## config.mk

```make
export PLATFORM = sky130hd
export DESIGN_NAME = fsc_output_safety_ctrl
export DESIGN_NICKNAME = d
export VERILOG_FILES = /design/src/design/fsc_output_safety_ctrl.v
export VERILOG_INCLUDE_DIRS = /design/src /design/src/design
export SDC_FILE = /design/constraint.sdc
export NUM_CORES = 2
export LEC_CHECK = 0
export BUFFER_PORTS_ARGS = -buffer_cell sky130_fd_sc_hd__buf_2
export CORE_MARGIN = 5
export CORE_UTILIZATION = 40
export CTS_BUF_LIST = sky130_fd_sc_hd__clkbuf_8
export CTS_CLUSTER_SIZE = 20
export DETAILED_ROUTE_END_ITERATION = 10
export PLACE_DENSITY_LB_ADDON = 0.1
export SKIP_CTS_REPAIR_TIMING = 1
export SLEW_MARGIN = 5
export SYNTH_ARGS = -nofsm -noshare
export SYNTH_HDL_FRONTEND = slang
export SYNTH_SLANG_ARGS = --single-unit
```

## constraint.sdc

```tcl
create_clock -name core_clk -period 3.1 [get_ports core_clk]
set_clock_uncertainty 0.05 [all_clocks]
set_input_delay 0.31 -clock core_clk [delete_from_list [all_inputs] [get_ports core_clk]]
set_output_delay 0.31 -clock core_clk [all_outputs]
set_load 0.005 [all_outputs]
```

## src/design/fsc_consts.vh

```
`ifndef FSC_CONSTS_VH
`define FSC_CONSTS_VH

// Parameter block byte indices of the module parameters.
`define FSC_PRM_IDX_MODE      4'hB
`define FSC_PRM_IDX_SUBST     4'hC

// Field positions inside the module parameter bytes and the output data byte.
`define FSC_MODE_LSB          0
`define FSC_MODE_MSB          1
`define FSC_SUBST_LSB         0
`define FSC_SUBST_MSB         3
`define FSC_OUT_LSB           0
`define FSC_OUT_MSB           3

// Fail-safe behaviour codes.
`define FSC_FS_ALL_LOW        2'h0
`define FSC_FS_ALL_HIGH       2'h1
`define FSC_FS_HOLD           2'h2
`define FSC_FS_SUBST          2'h3

// Reset values.
`define FSC_RST_MODE          8'h00
`define FSC_RST_SUBST         8'h00
`define FSC_RST_OUT           4'h0
`define FSC_RST_WD_PERIOD     16'h0001

// Fixed identification values.
`define FSC_PROFILE_CODE      16'hF600
`define FSC_PROFILE_TYPE      16'h0003
`define FSC_RECORD_VERSION    16'h0102
`define FSC_RECORD_MASK       16'h000E
`define FSC_REV_COUNTER       16'h0000

// Record geometry: every record is 54 bytes long.
`define FSC_REC_LEN           6'h36
`define FSC_REC1_BASE         8'h00
`define FSC_REC2_BASE         8'h36
`define FSC_REC3_BASE         8'h6C
`define FSC_DATE_END          8'h46
`define FSC_STORE_LEN         8'hA2
`define FSC_IM0_LAST_SHIFT    9'h1A8

// Preset characters.
`define FSC_CHAR_SPACE        8'h20
`define FSC_CHAR_ZERO         8'h00

// Status word bit positions.
`define FSC_ST_OUT_SHORT      0
`define FSC_ST_OUT_OVL        1
`define FSC_ST_ACT_SHORT      2
`define FSC_ST_ACT_UNDER      3
`define FSC_ST_MOD_OVL        4
`define FSC_ST_MOD_UNDER      5

`endif

```

## src/design/fsc_output_safety_ctrl.v

```verilog
`timescale 1ns/1ps
`include "fsc_consts.vh"
`default_nettype none

module fsc_output_safety_ctrl #(
   parameter          WD_WIDTH      = 16,
   parameter [15:0]   MAKER_CODE    = 16'h5A5A,   // Arbitrary value.
   parameter [159:0]  ORDER_NUMBER  = {20{8'h30}},
   parameter [127:0]  SERIAL_NUMBER = {16{8'h30}},
   parameter [15:0]   HW_REV        = 16'h0001,
   parameter [31:0]   SW_REV        = 32'h00000001
) (
   input  wire                core_clk,
   input  wire                reset_n,
   // Parameter bytes from the protocol engine.
   input  wire                prm_wr,
   input  wire [3:0]          prm_index,
   input  wire [7:0]          prm_data,
   input  wire                prm_done,
   input  wire                sync_enable,
   input  wire                freeze_enable,
   input  wire                alarm_disable,
   input  wire                wd_enable,
   input  wire [WD_WIDTH-1:0] wd_period,
   // Cyclic process data and commands.
   input  wire                comm_ok,
   input  wire                out_valid,
   input  wire                out_write,
   input  wire [7:0]          out_wdata,
   input  wire                in_read,
   input  wire                sync_cmd,
   input  wire                freeze_cmd,
   // Identification and maintenance records.
   input  wire                rec_rd,
   input  wire                rec_wr,
   input  wire [1:0]          rec_sel,
   input  wire [5:0]          rec_addr,
   input  wire [7:0]          rec_wdata,
   output reg                 rec_ack,
   output reg                 rec_err,
   output reg  [7:0]          rec_rdata,
   // Field pins.
   input  wire [7:0]          din_pins,
   input  wire                overtemp_pin,
   input  wire                sensor_surge_pin,
   input  wire                sensor_overload_pin,
   input  wire                actuator_surge_pin,
   input  wire                actuator_under_pin,
   input  wire                actuator_short_pin,
   input  wire                out_short_pin,
   input  wire                out_overload_pin,
   input  wire                module_under_pin,
   output reg  [3:0]          dout,
   output reg  [7:0]          in_data,
   output reg  [31:0]         status_word,
   output reg  [7:0]          diag_stored,
   output reg                 alarm_incoming,
   output reg                 alarm_outgoing,
   output reg                 group_error_led,
   output reg                 bus_fault_led,
   output reg                 failsafe
);

   ////////////////////////////////////////////////////////////////////////
   // Helper functions.

   function [7:0] store_index;
      input [1:0] sel;
      input [5:0] addr;
      begin
         case (sel)
            2'h1:    store_index = `FSC_REC1_BASE + {2'h0, addr};
            2'h2:    store_index = `FSC_REC2_BASE + {2'h0, addr};
            default: store_index = `FSC_REC3_BASE + {2'h0, addr};
         endcase
      end
   endfunction

   function [7:0] store_preset;
      input [7:0] idx;
      begin
         if ((idx >= `FSC_DATE_END) && (idx < `FSC_REC3_BASE))
            store_preset = `FSC_CHAR_ZERO;
         else
            store_preset = `FSC_CHAR_SPACE;
      end
   endfunction

   ////////////////////////////////////////////////////////////////////////
   // Pin synchronisers.

   reg [16:0] pin_meta;
   reg [16:0] pin_sync;
   wire [16:0] pin_raw = {module_under_pin, out_overload_pin, out_short_pin, actuator_short_pin,
                          actuator_under_pin, actuator_surge_pin, sensor_overload_pin,
                          sensor_surge_pin, overtemp_pin, din_pins};

   always @(posedge core_clk or negedge reset_n) begin
      if (!reset_n) begin
         pin_meta <= 17'h00000;
         pin_sync <= 17'h00000;
      end else begin
         pin_meta <= pin_raw;
         pin_sync <= pin_meta;
      end
   end

   wire [7:0] din_s  = pin_sync[7:0];
   wire [7:0] diag_s = pin_sync[15:8];
   wire       mod_under_s = pin_sync[16];

   ////////////////////////////////////////////////////////////////////////
   // Module parameters.

   reg [7:0] output_failsafe_mode;
   reg [7:0] channel_substitute_levels;
   reg       sync_on;
   reg       freeze_on;
   reg       alarms_on;
   reg       wd_on;
   reg [WD_WIDTH-1:0] wd_limit;

   always @(posedge core_clk or negedge reset_n) begin
      if (!reset_n) begin
         output_failsafe_mode      <= `FSC_RST_MODE;
         channel_substitute_levels <= `FSC_RST_SUBST;
         sync_on                   <= 1'b0;
         freeze_on                 <= 1'b0;
         alarms_on                 <= 1'b1;
         wd_on                     <= 1'b0;
         wd_limit                  <= `FSC_RST_WD_PERIOD;
      end else begin
         if (prm_wr && (prm_index == `FSC_PRM_IDX_MODE))
            output_failsafe_mode <= prm_data;
         if (prm_wr && (prm_index == `FSC_PRM_IDX_SUBST))
            channel_substitute_levels <= prm_data;
         if (prm_done) begin
            sync_on   <= sync_enable;
            freeze_on <= freeze_enable;
            alarms_on <= !alarm_disable;
            wd_on     <= wd_enable;
            wd_limit  <= (wd_period == {WD_WIDTH{1'b0}}) ? `FSC_RST_WD_PERIOD : wd_period;
         end
      end
   end

   wire [1:0] fs_code  = output_failsafe_mode[`FSC_MODE_MSB:`FSC_MODE_LSB];
   wire [3:0] fs_subst = channel_substitute_levels[`FSC_SUBST_MSB:`FSC_SUBST_LSB];

   ////////////////////////////////////////////////////////////////////////
   // Watchdog. Only out_write touches it; in_read is deliberately ignored.

   reg                wd_running;
   reg                wd_expired;
   reg [WD_WIDTH-1:0] wd_count;

   always @(posedge core_clk or negedge reset_n) begin
      if (!reset_n) begin
         wd_running <= 1'b0;
         wd_expired <= 1'b0;
         wd_count   <= {WD_WIDTH{1'b0}};
      end else if (!wd_on) begin
         wd_running <= 1'b0;
         wd_expired <= 1'b0;
      end else if (out_write) begin
         wd_running <= 1'b1;
         wd_expired <= 1'b0;
         wd_count   <= wd_limit;
      end else if (wd_running) begin
         if (wd_count == {{(WD_WIDTH-1){1'b0}}, 1'b1}) begin
            wd_running <= 1'b0;
            wd_expired <= 1'b1;
         end
         wd_count <= wd_count - {{(WD_WIDTH-1){1'b0}}, 1'b1};
      end
   end

   ////////////////////////////////////////////////////////////////////////
   // Output data path: staging for sync, active value, fail-safe select.

   reg  [3:0] out_stage;
   reg  [3:0] out_active;
   reg        have_data;
   reg  [3:0] next_dout;
   wire       fs_now = !comm_ok || !out_valid || !have_data || wd_expired;

   always @(posedge core_clk or negedge reset_n) begin
      if (!reset_n) begin
         out_stage  <= `FSC_RST_OUT;
         out_active <= `FSC_RST_OUT;
         have_data  <= 1'b0;
      end else begin
         if (!comm_ok)
            have_data <= 1'b0;
         else if (out_write && out_valid)
            have_data <= 1'b1;
         if (out_write && out_valid)
            out_stage <= out_wdata[`FSC_OUT_MSB:`FSC_OUT_LSB];
         if (sync_on) begin
            if (sync_cmd)
               out_active <= (out_write && out_valid) ? out_wdata[`FSC_OUT_MSB:`FSC_OUT_LSB]
                                                      : out_stage;
         end else if (out_write && out_valid) begin
            out_active <= out_wdata[`FSC_OUT_MSB:`FSC_OUT_LSB];
         end
      end
   end

   always @* begin
      next_dout = out_active;
      if (fs_now) begin
         case (fs_code)
            `FSC_FS_ALL_LOW:  next_dout = 4'h0;
            `FSC_FS_ALL_HIGH: next_dout = 4'hF;
            `FSC_FS_HOLD:     next_dout = dout;
            `FSC_FS_SUBST:    next_dout = fs_subst;
            default:          next_dout = 4'h0;
         endcase
      end
   end

   always @(posedge core_clk or negedge reset_n) begin
      if (!reset_n) begin
         dout          <= `FSC_RST_OUT;
         failsafe      <= 1'b1;
         bus_fault_led <= 1'b1;
      end else begin
         dout          <= next_dout;
         failsafe      <= fs_now;
         bus_fault_led <= wd_expired || !comm_ok;
      end
   end

   ////////////////////////////////////////////////////////////////////////
   // Input data path and freeze.

   always @(posedge core_clk or negedge reset_n) begin
      if (!reset_n)
         in_data <= 8'h00;
      else if (!freeze_on || freeze_cmd)
         in_data <= din_s;
   end

   ////////////////////////////////////////////////////////////////////////
   // Diagnostics, alarms and status word.

   wire any_new   = |(diag_s & ~diag_stored);
   wire any_clear = |(~diag_s & diag_stored);

   always @(posedge core_clk or negedge reset_n) begin
      if (!reset_n) begin
         diag_stored     <= 8'h00;
         alarm_incoming  <= 1'b0;
         alarm_outgoing  <= 1'b0;
         group_error_led <= 1'b0;
         status_word     <= 32'h00000000;
      end else begin
         diag_stored     <= diag_s;
         alarm_incoming  <= alarms_on && any_new;
         alarm_outgoing  <= alarms_on && any_clear;
         group_error_led <= |diag_s;
         status_word     <= 32'h00000000;
         status_word[`FSC_ST_OUT_SHORT] <= diag_s[6];
         status_word[`FSC_ST_OUT_OVL]   <= diag_s[7];
         status_word[`FSC_ST_ACT_SHORT] <= diag_s[5];
         status_word[`FSC_ST_ACT_UNDER] <= diag_s[4];
         status_word[`FSC_ST_MOD_OVL]   <= diag_s[2];
         status_word[`FSC_ST_MOD_UNDER] <= mod_under_s;
      end
   end

   ////////////////////////////////////////////////////////////////////////
   // Identification and maintenance records. Record 0 is built from
   // constants; records 1 to 3 share one flip-flop store of 162 bytes.

   wire [431:0] im0_vec = {MAKER_CODE, ORDER_NUMBER, SERIAL_NUMBER, HW_REV, SW_REV,
                           `FSC_REV_COUNTER, `FSC_PROFILE_CODE, `FSC_PROFILE_TYPE,
                           `FSC_RECORD_VERSION, `FSC_RECORD_MASK};
   wire [8:0]   im0_shift = `FSC_IM0_LAST_SHIFT - {rec_addr, 3'h0};
   wire [431:0] im0_sh    = im0_vec >> im0_shift;
   wire         addr_ok   = rec_addr < `FSC_REC_LEN;
   wire [7:0]   idx       = store_index(rec_sel, rec_addr);

   reg [7:0] im_store [0:161];
   integer   i;

   always @(posedge core_clk or negedge reset_n) begin
      if (!reset_n) begin
         for (i = 0; i < 162; i = i + 1)
            im_store[i] <= store_preset(i[7:0]);
      end else if (rec_wr && addr_ok && (rec_sel != 2'h0)) begin
         im_store[idx] <= rec_wdata;
      end
   end

   always @(posedge core_clk or negedge reset_n) begin
      if (!reset_n) begin
         rec_ack   <= 1'b0;
         rec_err   <= 1'b0;
         rec_rdata <= 8'h00;
      end else begin
         rec_ack <= rec_rd || rec_wr;
         rec_err <= (rec_rd || rec_wr) && (!addr_ok || (rec_wr && (rec_sel == 2'h0)));
         if (rec_rd) begin
            if (!addr_ok)
               rec_rdata <= 8'h00;
            else if (rec_sel == 2'h0)
               rec_rdata <= im0_sh[7:0];
            else
               rec_rdata <= im_store[idx];
         end
      end
   end

endmodule // fsc_output_safety_ctrl

`default_nettype wire

```

==> results by group <==
Critical path
  • CP delay by family, top: simple AND/OR/NAND/NOR gates
  • CP arrival: 3.94 ns
  • CP peak stage delay: 0.46 ns
  • Cell mode on critical path: buf_4
  • Buf+Inv Stages, Crit Path: 5
  • Crit-path max FO: 11
  • Worst Setup End Kind: flop
  • Critical path launch point type: input pin
  • Required time of the critical path: 3.94 ns
  • Slowest cell on the critical path: mux2i_1
  • WS Path Type: in2reg
  • Worst path cell trace: buf_2, inv_1, ha_4, a21o_1, and2_4, buf_4, buf_12, mux4_2, mux2i_1, o22ai_1, nor4_1, o211ai_1, a21oi_1, buf_4, o2bb2ai_1

Timing
  • Slew HR: 40.1%
  • Final period utilization: 100%
  • Hold_ws: 0.0540 ns
  • Fin. Hold Viols: 0
  • Setup TNS: 0 ns
  • Fmax: 0.323 GHz
  • Post-route minimum period: 3.10 ns
  • Worst slew pin tran: 0.899 ns
  • RSZ-0062 raised after global routing: false
  • Slew Viols, Final: 0
  • Setup violators final: 0

Floorplanning
  • Site Rows: 150
  • I/O Pins: 152
  • Die Ht: 420 um
  • Die width: 420 um
  • CORE AREA: 0.167 sq mm
  • Initial Utilization: 40.2%
  • Die area: 0.176 sq mm

Routing
  • Antenna Nets Post-Route: 0
  • Routed WL: 223 mm
  • Starting DRT DRC Count: 3,335
  • DR WL/cell: 27.3 um
  • Vias/cell: 5.55
  • Vias: 45,300
  • DRC: 0
  • Drt first pass iters: 5

Placement
  • Dpl cell area: 0.0774 sq mm
  • Placed insts: 7,569
  • Hpwl dp: 153 mm
  • Gpl congestion: 0.942
  • I/O Buffers: 116

CTS
  • CTS tree: yes
  • CTS H-tree depth: 5
  • Worst skew pair latency: 1.05 ns
  • Clk sink count: 1,419
  • Worst-path clk slew: 0.06 ns
  • Clock Root Buffer: clkbuf_8
  • Max clock buf depth: 4
  • CTS buffer count: 276

Synth
  • Synth Register Bits: 1,419
  • Cell area after synthesis: 0.0671 sq mm
  • Most instantiated cells after synthesis: 1,365 x mux2_2, 1,291 x dfrtp_1, 238 x nand2_1
  • Number of synthesized flops with an enable pin: 0
  • Cells after synthesis: 4,868
  • Ys Warns: 0
  • Seq/Total Area, Yosys: 53.2%
  • Synth top area cells: dfrtp_1 48%, mux2_2 23%, mux4_2 7.8%
  • Count leader, synth: mux2_2
  • Synth Area per Inst: 13.8 sq um
  • Top-area cell type share of the netlist area: 48.1%
  • Synth Flop Type: dfrtp_1
  • FFs w/ async S/R, synth: 100%
  • Synth area leader: dfrtp_1
  • Post-synth cell types: 80

Worst hold path
  • HP Class: in2reg

Layout
  • Layout area overhead: 25.2%
  • Nets: 5,868
  • Fillers: 14,600
  • Final cell count without fillers: 8,170
  • Final Cell Area: 0.0840 sq mm
  • Share of cells above drive strength 1: 52.5%

Pwr
  • Clock share of power: 38.8%
  • Flop pwr share: 44.9%
  • Sw frac: 27.7%
  • VDD IR max: 441 uV
  • Static Leak: 39.3 nW
  • Pint: 34.0 mW
  • Power per cell area: 559 mW/mm^2
  • Psw: 13.0 mW
  • Comb power frac: 16.3%

Status
  • Status: finished clean

Global route
  • Initial antenna violation count: 8
  • GRT Total Usage: 25.3%
  • First-pass GRT wire length: 330 mm
  • Vias in the first global route: 47,200
  • Global route overflow: 0
  • Largest net degree at the start of global routing: 96

Flow run
  • Max cap viols: 0
-- area by class of cell --
class                      count  area (sq um)  share of cell area, %
tap                         2204          2760                   3.28
multi-input combinational   3060         29900                   35.6
antenna                        9          22.5                 0.0268
inverter                      28           108                  0.128
timing repair buffer         981         10300                   12.2
clock inverter               120           523                  0.622
sequential                  1419         35700                   42.4
clock buffer                 349          4800                   5.72
-- sequential cells by signal (all words and copies together), names as in the netlist, 7 cells and up --
register / count
pin_meta: 17
wd_limit: 16
im_store: 1296
in_data: 8
pin_sync: 17
wd_count: 16
diag_stored: 7
rec_rdata: 8
-- worst paths after layout --
kind	start	endpoint	slack, ns	cells after the start
hold / removal	prm_data[0]	channel_substitute_levels[0]	0.05	3
setup / recovery	rec_sel[0]	rec_rdata[1]	0.0008	15
hold reg to reg	pin_meta[10]	pin_sync[10]	0.29	0
min in group asynchronous	reset_n	wd_limit[0]	0.15	2
setup reg to reg	im_store[369]	rec_rdata[1]	0.27	8
max in group asynchronous	reset_n	im_store[13]	2.18	3
-- cell families after synthesis --
group	Yosys count	synth area share (%)
compound gates	581	5.58
flops	1419	53.2
fa+ha+maj	17	0.317
other cells	1	0.00559
simple gates	724	5.71
mux	1708	32.4
buf+inv	414	2.82
xor+xnor	4	0.0522
-- power by group through the flow --
stage	Combinational, mW	Sequential [mW]	Clock [mW]
after global routing	8.19	21.3	19.6
after CTS	7.53	21.1	18.8
final	7.67	21.1	18.2
after detailed placement	7.50	21.4	0
after global placement	7.44	21.4	0
after floorplan	4.02	21.1	0
-- cells in the final DEF, fill, tap and decap left out, types with 126 or more instances in the layout --
master	Yosys	layout
a21oi_1	151	151
buf_12	0	225
buf_4	48	519
clkbuf_8	0	349
dfrtp_1	1291	1291
dfstp_2	128	128
mux2_2	1365	1365
mux4_2	232	232
nand2_1	238	235
nor2_1	146	142
o21ai_0	126	126
-- routing by layer --
layer  vias up  part of all wire [%]  global-route usage, %
met5         -                     0                      0
met4         0                   3.8                   9.29
met3       424                   4.7                   4.21
met2      1115                    45                   38.9
met1     24000                    46                   36.3
li1      19800                     -                      -
-- per-stage QoR --
stage	util (%)	total power, mW	worst slack, ns
global route	50.3	49.1	0.0398
floorplan	-	25.1	-0.108
global placement	46.4	28.8	-0.966
detailed placement	46.4	28.9	-0.981
finish	50.3	47.0	0.000828
CTS	49.5	47.5	0.106
-- worst min-delay path, cell delays in order --
cell and delay (ns):
dlygate4sd3_1 0.53, buf_2 0.11, mux2_2 0.14
No activity file was read; power rests on OpenSTA's default activity.
